`src/design/mwh_consts.svh`:
```
`ifndef MWH_CONSTS_SVH
`define MWH_CONSTS_SVH

// ----------------------------------------
// bus clock
// ----------------------------------------
`define MWH_CLK_PERIOD_NS 25

// ----------------------------------------
// transfer sizes
// ----------------------------------------
`define MWH_BURST_WORDS   3'h4
`define MWH_SINGLE_WORDS  3'h1
`define MWH_BUF_DEPTH     4
`define MWH_BUF_IDX_W     2
`define MWH_DATA_W        32
`define MWH_ADDR_W        32

// ----------------------------------------
// address layout
// ----------------------------------------
`define MWH_PAGE_LSB      10
`define MWH_WORD_LSB      2
`define MWH_INT_W         6

// ----------------------------------------
// reset values
// ----------------------------------------
`define MWH_STROBE_IDLE   1'h1
`define MWH_ZERO_WORD     32'h0000_0000

`endif

```
`src/design/mwh_pkg.sv`:
```
package mwh_pkg;

    typedef enum logic [3:0] {
        ST_IDLE  = 4'h1,
        ST_READ  = 4'h2,
        ST_WRITE = 4'h4,
        ST_DRAIN = 4'h8
    } mwh_state_t;

endpackage

```
`src/design/mwh_read_buffer.sv`:
```
`timescale 1ns/1ps
`default_nettype none
`include "mwh_consts.svh"

module mwh_read_buffer (
    input  wire logic                     clk,
    input  wire logic                     reset_n,
    input  wire logic                     flush,
    input  wire logic                     push,
    input  wire logic [`MWH_DATA_W-1:0]   pushData,
    input  wire logic                     pop,
    output logic                          notEmpty,
    output logic [`MWH_DATA_W-1:0]        popData,
    output logic                          popValid
);

    logic [`MWH_DATA_W-1:0]   mem_ff [`MWH_BUF_DEPTH];
    logic [`MWH_DATA_W-1:0]   nxt_mem [`MWH_BUF_DEPTH];
    logic [`MWH_BUF_IDX_W:0]  wrPtr_ff, nxt_wrPtr;
    logic [`MWH_BUF_IDX_W:0]  rdPtr_ff, nxt_rdPtr;
    logic [`MWH_DATA_W-1:0]   popData_ff, nxt_popData;
    logic                     popValid_ff, nxt_popValid;
    logic                     doPop;

    assign notEmpty = (wrPtr_ff != rdPtr_ff);
    assign doPop    = pop && notEmpty;
    assign popData  = popData_ff;
    assign popValid = popValid_ff;

    // ----------------------------------------
    // next state
    // ----------------------------------------
    always_comb begin
        nxt_mem      = mem_ff;
        nxt_wrPtr    = wrPtr_ff;
        nxt_rdPtr    = rdPtr_ff;
        nxt_popData  = popData_ff;
        nxt_popValid = doPop;
        if (push) begin
            nxt_mem[wrPtr_ff[`MWH_BUF_IDX_W-1:0]] = pushData;
            nxt_wrPtr = wrPtr_ff + 1'b1;
        end
        if (doPop) begin
            nxt_popData = mem_ff[rdPtr_ff[`MWH_BUF_IDX_W-1:0]];
            nxt_rdPtr   = rdPtr_ff + 1'b1;
        end
        if (flush) begin
            nxt_wrPtr    = '0;
            nxt_rdPtr    = '0;
            nxt_popValid = 1'b0;
        end
    end

    always_ff @(posedge clk or negedge reset_n) begin
        if (!reset_n) begin
            for (int i = 0; i < `MWH_BUF_DEPTH; i++) begin
                mem_ff[i] <= `MWH_ZERO_WORD;
            end
            wrPtr_ff    <= '0;
            rdPtr_ff    <= '0;
            popData_ff  <= `MWH_ZERO_WORD;
            popValid_ff <= 1'b0;
        end else begin
            mem_ff      <= nxt_mem;
            wrPtr_ff    <= nxt_wrPtr;
            rdPtr_ff    <= nxt_rdPtr;
            popData_ff  <= nxt_popData;
            popValid_ff <= nxt_popValid;
        end
    end

endmodule // mwh_read_buffer

`default_nettype wire

```
`src/design/mwh_bus_interface.sv`:
```
`timescale 1ns/1ps
`default_nettype none
`include "mwh_consts.svh"

module mwh_bus_interface (
    input  wire logic                     clk,
    input  wire logic                     reset_n,
    // core side
    input  wire logic                     reqValid,
    input  wire logic                     reqWrite,
    input  wire logic                     reqBurst,
    input  wire logic [`MWH_ADDR_W-1:0]   reqAddr,
    input  wire logic [`MWH_DATA_W-1:0]   reqWrData,
    output logic                          reqReady,
    output logic [`MWH_DATA_W-1:0]        rdData,
    output logic                          rdDataValid,
    output logic                          readFault,
    output logic                          storeDone,
    input  wire logic                     runState,
    output logic [`MWH_INT_W-1:0]         intLevel,
    // memory bus side
    output logic [`MWH_ADDR_W-1:0]        busAddr,
    output logic                          readStrobe_n,
    output logic                          storeStrobe_n,
    output logic                          burstOrPageHit_n,
    output logic                          busDriveEnable_n,
    input  wire logic [`MWH_DATA_W-1:0]   busDataIn,
    output logic [`MWH_DATA_W-1:0]        busDataOut,
    output logic                          busDataOe,
    input  wire logic                     readCaptureEnable_n,
    input  wire logic                     ack_n,
    input  wire logic                     busFaultInput_n,
    input  wire logic [`MWH_INT_W-1:0]    intIn_n
);

    localparam int SW = 3 + `MWH_INT_W + `MWH_DATA_W;

    // ----------------------------------------
    // pin synchronisers
    // ----------------------------------------
    logic [SW-1:0] syncA_ff, syncB_ff;
    logic          capS, ackS, faultS;
    logic [`MWH_INT_W-1:0] intS;
    logic [`MWH_DATA_W-1:0] dataS;

    always_ff @(posedge clk or negedge reset_n) begin
        if (!reset_n) begin
            syncA_ff <= {{3{1'b1}}, {`MWH_INT_W{1'b1}}, `MWH_ZERO_WORD};
            syncB_ff <= {{3{1'b1}}, {`MWH_INT_W{1'b1}}, `MWH_ZERO_WORD};
        end else begin
            syncA_ff <= {readCaptureEnable_n, ack_n, busFaultInput_n, intIn_n, busDataIn};
            syncB_ff <= syncA_ff;
        end
    end

    assign capS   = !syncB_ff[SW-1];
    assign ackS   = !syncB_ff[SW-2];
    assign faultS = !syncB_ff[SW-3];
    assign intS   = ~syncB_ff[`MWH_DATA_W +: `MWH_INT_W];
    assign dataS  = syncB_ff[`MWH_DATA_W-1:0];

    // ----------------------------------------
    // cycle state
    // ----------------------------------------
    mwh_pkg::mwh_state_t     state_ff, nxt_state;
    logic [2:0]              capCnt_ff, nxt_capCnt;
    logic [2:0]              drainCnt_ff, nxt_drainCnt;
    logic                    burst_ff, nxt_burst;
    logic                    rdStb_ff, nxt_rdStb;
    logic                    wrStb_ff, nxt_wrStb;
    logic                    bop_ff, nxt_bop;
    logic                    drv_ff, nxt_drv;
    logic [`MWH_ADDR_W-1:0]  addr_ff, nxt_addr;
    logic [`MWH_DATA_W-1:0]  wdata_ff, nxt_wdata;
    logic [`MWH_ADDR_W-1:`MWH_PAGE_LSB] page_ff, nxt_page;
    logic                    pageValid_ff, nxt_pageValid;
    logic                    rdFault_ff, nxt_rdFault;
    logic                    stDone_ff, nxt_stDone;
    logic [`MWH_INT_W-1:0]   int_ff, nxt_int;
    logic                    push, pop, flush, bufNotEmpty;
    logic [2:0]              expWords;

    assign expWords = burst_ff ? `MWH_BURST_WORDS : `MWH_SINGLE_WORDS;
    assign reqReady = (state_ff == mwh_pkg::ST_IDLE);

    always_comb begin
        nxt_state     = state_ff;
        nxt_capCnt    = capCnt_ff;
        nxt_drainCnt  = drainCnt_ff;
        nxt_burst     = burst_ff;
        nxt_rdStb     = rdStb_ff;
        nxt_wrStb     = wrStb_ff;
        nxt_bop       = bop_ff;
        nxt_drv       = drv_ff;
        nxt_addr      = addr_ff;
        nxt_wdata     = wdata_ff;
        nxt_page      = page_ff;
        nxt_pageValid = pageValid_ff;
        nxt_rdFault   = 1'b0;
        nxt_stDone    = 1'b0;
        push          = 1'b0;
        pop           = 1'b0;
        flush         = 1'b0;
        case (state_ff)
            mwh_pkg::ST_IDLE: begin
                if (reqValid) begin
                    nxt_addr = {reqAddr[`MWH_ADDR_W-1:`MWH_WORD_LSB], 2'h0};
                    if (reqWrite) begin
                        nxt_wdata     = reqWrData;
                        nxt_wrStb     = 1'b0;
                        nxt_drv       = 1'b0;
                        nxt_bop       = !(pageValid_ff && page_ff == reqAddr[`MWH_ADDR_W-1:`MWH_PAGE_LSB]);
                        nxt_page      = reqAddr[`MWH_ADDR_W-1:`MWH_PAGE_LSB];
                        nxt_pageValid = 1'b1;
                        nxt_state     = mwh_pkg::ST_WRITE;
                    end else begin
                        nxt_rdStb    = 1'b0;
                        nxt_burst    = reqBurst;
                        nxt_bop      = !reqBurst;
                        nxt_capCnt   = 3'h0;
                        nxt_drainCnt = 3'h0;
                        nxt_state    = mwh_pkg::ST_READ;
                    end
                end
            end
            mwh_pkg::ST_READ, mwh_pkg::ST_DRAIN: begin
                if (faultS) begin
                    nxt_rdStb   = 1'b1;
                    nxt_bop     = 1'b1;
                    nxt_rdFault = 1'b1;
                    flush       = 1'b1;
                    nxt_state   = mwh_pkg::ST_IDLE;
                end else begin
                    if (capS && capCnt_ff != expWords) begin
                        push       = 1'b1;
                        nxt_capCnt = capCnt_ff + 3'h1;
                        if (nxt_capCnt == expWords) begin
                            nxt_rdStb = 1'b1;
                            nxt_bop   = 1'b1;
                        end
                    end
                    if (state_ff == mwh_pkg::ST_READ) begin
                        if (ackS || nxt_capCnt == expWords) begin
                            nxt_state = mwh_pkg::ST_DRAIN;
                        end
                    end else begin
                        pop = bufNotEmpty;
                        if (bufNotEmpty) begin
                            nxt_drainCnt = drainCnt_ff + 3'h1;
                        end
                        if (nxt_drainCnt == expWords) begin
                            nxt_state = mwh_pkg::ST_IDLE;
                        end
                    end
                end
            end
            mwh_pkg::ST_WRITE: begin
                if (ackS || faultS) begin
                    nxt_wrStb  = 1'b1;
                    nxt_drv    = 1'b1;
                    nxt_bop    = 1'b1;
                    nxt_stDone = 1'b1;
                    nxt_state  = mwh_pkg::ST_IDLE;
                end
            end
            default: begin
                nxt_state = mwh_pkg::ST_IDLE;
                nxt_rdStb = 1'b1;
                nxt_wrStb = 1'b1;
                nxt_drv   = 1'b1;
                nxt_bop   = 1'b1;
                flush     = 1'b1;
            end
        endcase
    end

    always_ff @(posedge clk or negedge reset_n) begin
        if (!reset_n) begin
            state_ff     <= mwh_pkg::ST_IDLE;
            capCnt_ff    <= 3'h0;
            drainCnt_ff  <= 3'h0;
            burst_ff     <= 1'b0;
            rdStb_ff     <= `MWH_STROBE_IDLE;
            wrStb_ff     <= `MWH_STROBE_IDLE;
            bop_ff       <= `MWH_STROBE_IDLE;
            drv_ff       <= `MWH_STROBE_IDLE;
            addr_ff      <= `MWH_ZERO_WORD;
            wdata_ff     <= `MWH_ZERO_WORD;
            page_ff      <= '0;
            pageValid_ff <= 1'b0;
            rdFault_ff   <= 1'b0;
            stDone_ff    <= 1'b0;
        end else begin
            state_ff     <= nxt_state;
            capCnt_ff    <= nxt_capCnt;
            drainCnt_ff  <= nxt_drainCnt;
            burst_ff     <= nxt_burst;
            rdStb_ff     <= nxt_rdStb;
            wrStb_ff     <= nxt_wrStb;
            bop_ff       <= nxt_bop;
            drv_ff       <= nxt_drv;
            addr_ff      <= nxt_addr;
            wdata_ff     <= nxt_wdata;
            page_ff      <= nxt_page;
            pageValid_ff <= nxt_pageValid;
            rdFault_ff   <= nxt_rdFault;
            stDone_ff    <= nxt_stDone;
        end
    end

    // ----------------------------------------
    // interrupt inputs
    // ----------------------------------------
    // re-register while running
    always_comb begin
        nxt_int = runState ? intS : int_ff;
    end

    always_ff @(posedge clk or negedge reset_n) begin
        if (!reset_n) begin
            int_ff <= '0;
        end else begin
            int_ff <= nxt_int;
        end
    end

    // ----------------------------------------
    // read buffer and outputs
    // ----------------------------------------
    mwh_read_buffer u_buf (
        .clk      (clk),
        .reset_n  (reset_n),
        .flush    (flush),
        .push     (push),
        .pushData (dataS),
        .pop      (pop),
        .notEmpty (bufNotEmpty),
        .popData  (rdData),
        .popValid (rdDataValid)
    );

    assign busAddr          = addr_ff;
    assign readStrobe_n     = rdStb_ff;
    assign storeStrobe_n    = wrStb_ff;
    assign burstOrPageHit_n = bop_ff;
    assign busDriveEnable_n = drv_ff;
    assign busDataOut       = wdata_ff;
    assign busDataOe        = !drv_ff;
    assign readFault        = rdFault_ff;
    assign storeDone        = stDone_ff;
    assign intLevel         = int_ff;
endmodule // mwh_bus_interface

`default_nettype wire

```
`config.mk`:
```
export PLATFORM = sky130hd
export DESIGN_NAME = mwh_bus_interface
export DESIGN_NICKNAME = d
export VERILOG_FILES = /design/src/design/mwh_pkg.sv /design/src/design/mwh_read_buffer.sv /design/src/design/mwh_bus_interface.sv
export VERILOG_INCLUDE_DIRS = /design/src /design/src/design
export SDC_FILE = /design/constraint.sdc
export NUM_CORES = 1
export LEC_CHECK = 0
export BUFFER_PORTS_ARGS = -buffer_cell sky130_fd_sc_hd__buf_2
export CAP_MARGIN = 30
export CELL_PAD_IN_SITES_DETAIL_PLACEMENT = 1
export CELL_PAD_IN_SITES_GLOBAL_PLACEMENT = 2
export CORE_MARGIN = 1.5
export CORE_UTILIZATION = 37
export CTS_BUF_LIST = sky130_fd_sc_hd__clkbuf_16
export DETAILED_ROUTE_END_ITERATION = 16
export HOLD_SLACK_MARGIN = 0.06
export PLACE_DENSITY = 0.74
export SYNTH_ARGS = -nofsm -noshare
export SYNTH_HDL_FRONTEND = slang
export SYNTH_HIERARCHICAL = 1
export SYNTH_SLANG_ARGS = --single-unit
```
`constraint.sdc`:
```
create_clock -name clk -period 2.1 [get_ports clk]
set_input_delay 0.42 -clock clk [delete_from_list [all_inputs] [get_ports clk]]
set_output_delay 0.42 -clock clk [all_outputs]
set_load 0.01 [all_outputs]
```
; Word level (Yosys, flattened, before mapping)
; Index checks and enable logic that the tools add are counted.
[op_classes]
n_addsub = 4
n_lt_le_gt_ge = 3
eq_ne = 20
mux = 58
bitwise_logic = 6
n_reduce_logical = 26
[ops]
columns = op, count
row1 = 128-bit bitwise mux, 1
row2 = 32-bit two-way mux, 3
row3 = 32-bit binary-select mux with 2-bit select, 1
row4 = 32-bit demux with 2-bit select, 1
row5 = 3-bit two-way mux, 18
row6 = 4-bit two-way mux, 6
row7 = 22-bit == test, 1
row8 = 1-bit two-way mux, 21
row9 = 4-bit AND reduction, 4
row10 = 3-bit by 1-bit adder with 3-bit output (second input constant), 4
row11 = 2-bit inequality test (second input constant), 6
row12 = 3-bit one-hot mux with 2 select lines, 2
row13 = 4-bit one-hot mux with 3 select lines, 1
row14 = 5-bit AND reduction, 2
row15 = 3-bit == test, 3
row16 = 1-bit one-hot mux with 3 select lines, 3
row17 = 4-bit inequality test (second input constant), 2
row18 = 3-bit greater-or-equal comparator (second input constant), 2
row19 = 1-bit zero test, 6
row20 = 3-bit inequality test, 2
row21 = 3-bit inequality test (second input constant), 2
row22 = 2-bit inverter with 3-bit output, 2
row23 = 6-bit inverter, 1
row24 = 3-bit AND reduction, 2
row25 = other kinds (12), 21
[word_totals]
register_bits = 356
in_bits = 111
output_inout_bits = 111

; Logic depth before layout (Yosys ltp)
[logic_depth]
depth_word = 12
depth_mapped = 9
mapped_depth_nobuf = 7

; Hierarchy
; The synthesis kept the hierarchy.
[by_module_without_submodules]
columns = mod, n_inst, cells_each, area_each_um2, seq_area_each_um2
row1 = mwh_read_buffer, 1, 421, 7139.3, 4179.0
row2 = mwh_bus_interface, 1, 425, 6895.4, 4757.1

; Worst setup path after synthesis
; No wires, ideal clock.
[synth_path]
kind = register to register
from = register syncB_ff[38]
to = register u_buf/mem_ff[22] in the netlist's numbering
setup_time_ns = 0.125
arrival_ns = 2.164
t_required_ns = 1.975
slack_ns = -0.188
path_stages_with_launch = 8
path_buffers = 2
period_less_slack_ns = 2.288
cell_sequence = dfstp_2 nor3b_1 nand2_1 nor2b_1 clkbuf_1 nand2_1 buf_2 mux2_2
[synth_between]
elab_chain_cells = 2
[synth_rtl]
columns = element, line
row1 = from (decl), mwh_bus_interface.sv:41  ; logic [SW-1:0] syncA_ff, syncB_ff;
row2 = from (signal assigned), mwh_bus_interface.sv:49  ; syncB_ff <= {{3{1'b1}}, {`MWH_INT_W{1'b1}}, `MWH_ZERO_WORD};
row3 = from (signal assigned), mwh_bus_interface.sv:52  ; syncB_ff <= syncA_ff;
row4 = 1-bit two-way mux, mwh_bus_interface.sv:127  ; if (faultS) begin
row5 = 1-bit two-way mux, mwh_bus_interface.sv:104  ; case (state_ff)
row6 = via push, mwh_bus_interface.sv:80  ; logic push, pop, flush, bufNotEmpty;
row7 = "to (signal, indexed assignment)", mwh_read_buffer.sv:57  ; mem_ff[i] <= `MWH_ZERO_WORD;
row8 = to (signal assigned), mwh_read_buffer.sv:64  ; mem_ff <= nxt_mem;
row9 = to (decl), mwh_read_buffer.sv:17  ; logic [`MWH_DATA_W-1:0] mem_ff [`MWH_BUF_DEPTH];
; The timed path passes the listed nets, and every way through them passes these cells.
; A chain may end at the register's enable or synchronous reset.

; Worst setup path after layout
[layout_path]
from = register state_ff[0]
to = output port reqReady
[layout_between]
elab_chain_cells = 1
[layout_rtl]
columns = element, line
row1 = from (decl), mwh_bus_interface.sv:65  ; mwh_pkg::mwh_state_t state_ff, nxt_state;
row2 = from (signal assigned), mwh_bus_interface.sv:179  ; state_ff <= mwh_pkg::ST_IDLE;
row3 = from (signal assigned), mwh_bus_interface.sv:194  ; state_ff <= nxt_state;
row4 = 4-bit by 1-bit == test with 1-bit output, mwh_bus_interface.sv:84  ; assign reqReady = (state_ff == mwh_pkg::ST_IDLE);
row5 = to (decl), mwh_bus_interface.sv:14  ; output logic reqReady,
; Every way passes these cells.

==> results by group <==
Pwr
  – Net Sw Power: 0.00545 W
  – Clock power share: 32.9%
  – Lkg Pwr: 8.98 nW
  – Pint: 0.0149 W
  – Peak supply drop: 0.710 mV
  – Net Sw Frac: 26.8%
  – Combinational share of power: 22.8%
  – Design Power: 0.0203 W
  – Pwr dens: 1120 nW/um^2
  – Seq pwr share: 44.4%

CTS
  – H-tree levels: 2
  – Clk slew on worst S/H paths: 60 ps
  – Clk buf depth: 3
  – Clk_lat worst skew: 550 ps
  – Root buffer cell: clkbuf_16
  – TritonCTS Buffers: 41
  – CTS tree: built
  – Clk sink count: 356

Synthesis
  – Post-synthesis cell type count: 58
  – EDFF count, synth: 0
  – Sequential element share of the synthesized area: 63.7%
  – Gate Count Post-Synth: 846
  – Yosys reg bits: 356
  – Mapped cell area: 14000 um^2
  – Yosys top cell by area: dfrtp_1
  – Synth warn: 6
  – Commonest register cell after synthesis: dfrtp_1
  – Share of the synthesized area in the top cell type: 59.6%
  – Area contributors post-synth: dfrtp_1 60%, mux2_2 17%, mux4_2 5.1%
  – Post-synth ARST share: 100%
  – Synthesized area per cell: 16.6 um^2

Routing
  – Post-route ant nets: 0
  – Via count: 8173
  – Starting DRT DRC Count: 232
  – WL final: 31.6 mm
  – TritonRoute pass-1 iters: 4
  – DR WL/cell: 18.4 um
  – DRC Markers: 0
  – Vias per cell: 4.77

Cells and area
  – # diodes: 0
  – Final non-filler cell total: 1715
  – Layout cells sized above 1: 54.7%
  – Synth-to-layout area growth: 29.5%
  – Nets: 1292
  – FILL cells: 3774

STA
  – Pins Over Slew Limit: 0
  – Final hold vios: 0
  – Min Tclk post-route: 2150 ps
  – Final Setup Violations: 1
  – Clock skew: 16.9 ps
  – Hold_ws: 94.2 ps
  – RSZ-0062 raised after global routing: true
  – Fmax: 0.466 GHz
  – Slew @ Worst Pin: 656 ps
  – Slew Limit Headroom: 55.6%
  – Part of the cycle the worst path needs: 102%
  – Worst Setup Slack, final: -45.2 ps

Critical path
  – CP endpoint kind: primary output
  – Critical path endpoint: reqReady
  – RR Startpoint: u_buf/rdPtr_ff[0]
  – Flop2flop setup slack: 10 ps
  – Critical-path cell list: or4b_4, clkinv_4, buf_6
  – Worst Path Required: 1680 ps
  – Setup CP Type: reg -> out
  – Arr. time, crit path: 1730 ps
  – Critical Path Fanout Max: 2
  – CP max stage cell: dfstp_2
  – R2R depth: 7
  – Worst path bufs/invs: 2
  – R2R Path End: u_buf/popData[3]
  – WP depth: 3
  – Crit path max-delay family: flip-flops
  – CP startpoint: state_ff[0]
  – CP startpoint kind: flip-flop
  – Slowest stage delay, CP: 530 ps

Outcome
  – Failing checks: setup timing
  – Outcome: complete, but fails checks

Placed design
  – Placed insts: 1585
  – Post-DP HPWL: 20.1 mm
  – PortBufs: 217
  – Routability Congestion: 0.720

Floorplan
  – Rows: 71
  – Core area: 37500 um^2
  – Die W: 198 um
  – Die span in y: 198 um
  – Initial core utilization: 37.4%
  – Boundary pin count: 222
  – Die area: 39100 um^2

Hold path
  – Class of the worst hold path: in -> reg

Run
  – Max-cap violations: 0

Global route
  – Grt ovf: 0
  – Largest net degree at the start of global routing: 65
  – Initial antenna violation count: 1
  – Global-route wire length before repair: 51.1 mm
  – Vias in the first global route: 9246
  – Overall fraction of global-route tracks in use: 16.9%
==> sequential cells by signal, summed over array words and instances, names as in the netlist, 4 cells and up <==
name / count
busAddr: 30
busDataOut: 32
intLevel: 6
page_ff: 22
state_ff: 4
syncA_ff: 41
syncB_ff: 41
u_buf/mem_ff: 128
u_buf/popData: 32
==> cell usage after synthesis (4+ instances only) <==
cell type,instances
mux4_2,32
ha_1,7
nor2_1,13
mux2i_1,8
buf_4,5
nand4_1,5
buf_2,19
nand2_1,15
xor2_1,6
mux2_4,38
buf_6,9
xnor2_1,25
nand3_1,4
inv_1,11
mux2_2,208
dfstp_2,22
nor3b_1,5
o21ai_0,8
a21oi_1,10
nor2b_1,5
dfrtp_1,334
clkbuf_1,8
==> power groups by stage <==
stage                     sequential [W]  combinational (W)  clock, W
after floorplan                  0.00926            0.00260         0
after global placement           0.00906            0.00439         0
after detailed placement         0.00909            0.00452         0
after CTS                        0.00902            0.00467   0.00695
after global routing             0.00921            0.00505   0.00720
final                            0.00902            0.00462   0.00668
==> metal layers <==
layer	up-vias	part of all wire, %	track usage, %	wire length (um)
met1	4243	42	20.8	13200
met5	-	0.041	0	13
met3	47	6.5	5.08	2070
met2	208	49	28.5	15600
met4	2	2.1	5.57	670
li1	3673	-	-	-
==> worst register-to-register path: cells and delay by family (launching register included) <==
family                 cells  cell delay [ps]
flip-flops                 1              480
multiplexers               1              320
buffers and inverters      2              340
AO/OA/AOI/OAI              1               80
AND/OR/NAND/NOR            2              600
XOR/XNOR                   1              150
==> metrics by stage <==
stage	instance area [um^2]	setup slack, ps	utilization [%]	setup TNS, ps
global route	18200	-101	48.5	-587
detailed placement	16100	-5.59	43.1	-5.59
CTS	18000	-102	48.1	-129
floorplan	14100	2.07	-	0
global placement	16100	14.4	43.1	0
finish	18200	-45.2	48.5	-45.2
==> what timing repair did <==
action	CTS	global route
hold endpoints to repair	253	0
pin swaps	1	3
resized for setup	8	39
endpoints found under the setup margin	17	156
setup buffers	5	2
cloned	2	0
hold buffers	48	0
==> placed cells by master (no fill, tap or decap), drive strengths merged, types with 5 or more instances in the layout <==
cell | Yosys | final
clkinv | 1 | 13
nor2 | 13 | 13
clkbuf | 8 | 43
nor3b | 5 | 5
xnor2 | 25 | 25
ha | 7 | 7
buf | 34 | 278
dfrtp | 334 | 334
nand2 | 15 | 15
dlygate4sd3 | 0 | 48
nor2b | 5 | 5
nand4 | 5 | 5
inv | 11 | 26
o21ai | 8 | 8
a21oi | 10 | 10
mux4 | 32 | 32
dfstp | 22 | 22
xor2 | 7 | 7
mux2i | 8 | 8
nand3 | 5 | 5
mux2 | 248 | 248
==> worst min-delay path by stage <==
stage,slack [ps],cells after the start,from,end
final,90,2,reqAddr[6],busAddr[6]
after global routing,70,2,reqWrData[26],busDataOut[26]
after CTS,60,2,reqWrData[0],busDataOut[0]
after detailed placement,280,1,reset_n,busDataOut[30]
after global placement,280,1,reset_n,busAddr[5]
after floorplan,120,0,reset_n,burst_ff
==> final cells by class <==
class / instances / area (um^2) / area share [%]
Tap cell: 511 / 639 / 3.52
Sequential cell: 356 / 8940 / 49.2
Multi-Input combinational cell: 437 / 4960 / 27.3
Clock buffer: 43 / 1080 / 5.92
Inverter: 12 / 50.0 / 0.275
Clock inverter: 30 / 183 / 1.01
Timing Repair Buffer: 326 / 2320 / 12.8
==> kinds of logic (layout without fill, tap and decap cells) <==
family / after synthesis / after routing / synth area share, %
AO/OA/AOI/OAI: 38 / 38 / 1.89
XOR/XNOR: 32 / 32 / 2.05
adder cells (fa/ha/maj): 7 / 7 / 0.624
buffers and inverters: 54 / 411 / 2.26
flip-flops: 356 / 356 / 63.7
multiplexers: 288 / 288 / 26.6
other: 1 / 2 / 0.0267
AND/OR/NAND/NOR: 70 / 70 / 2.85
No activity file was read; power rests on OpenSTA's default activity.
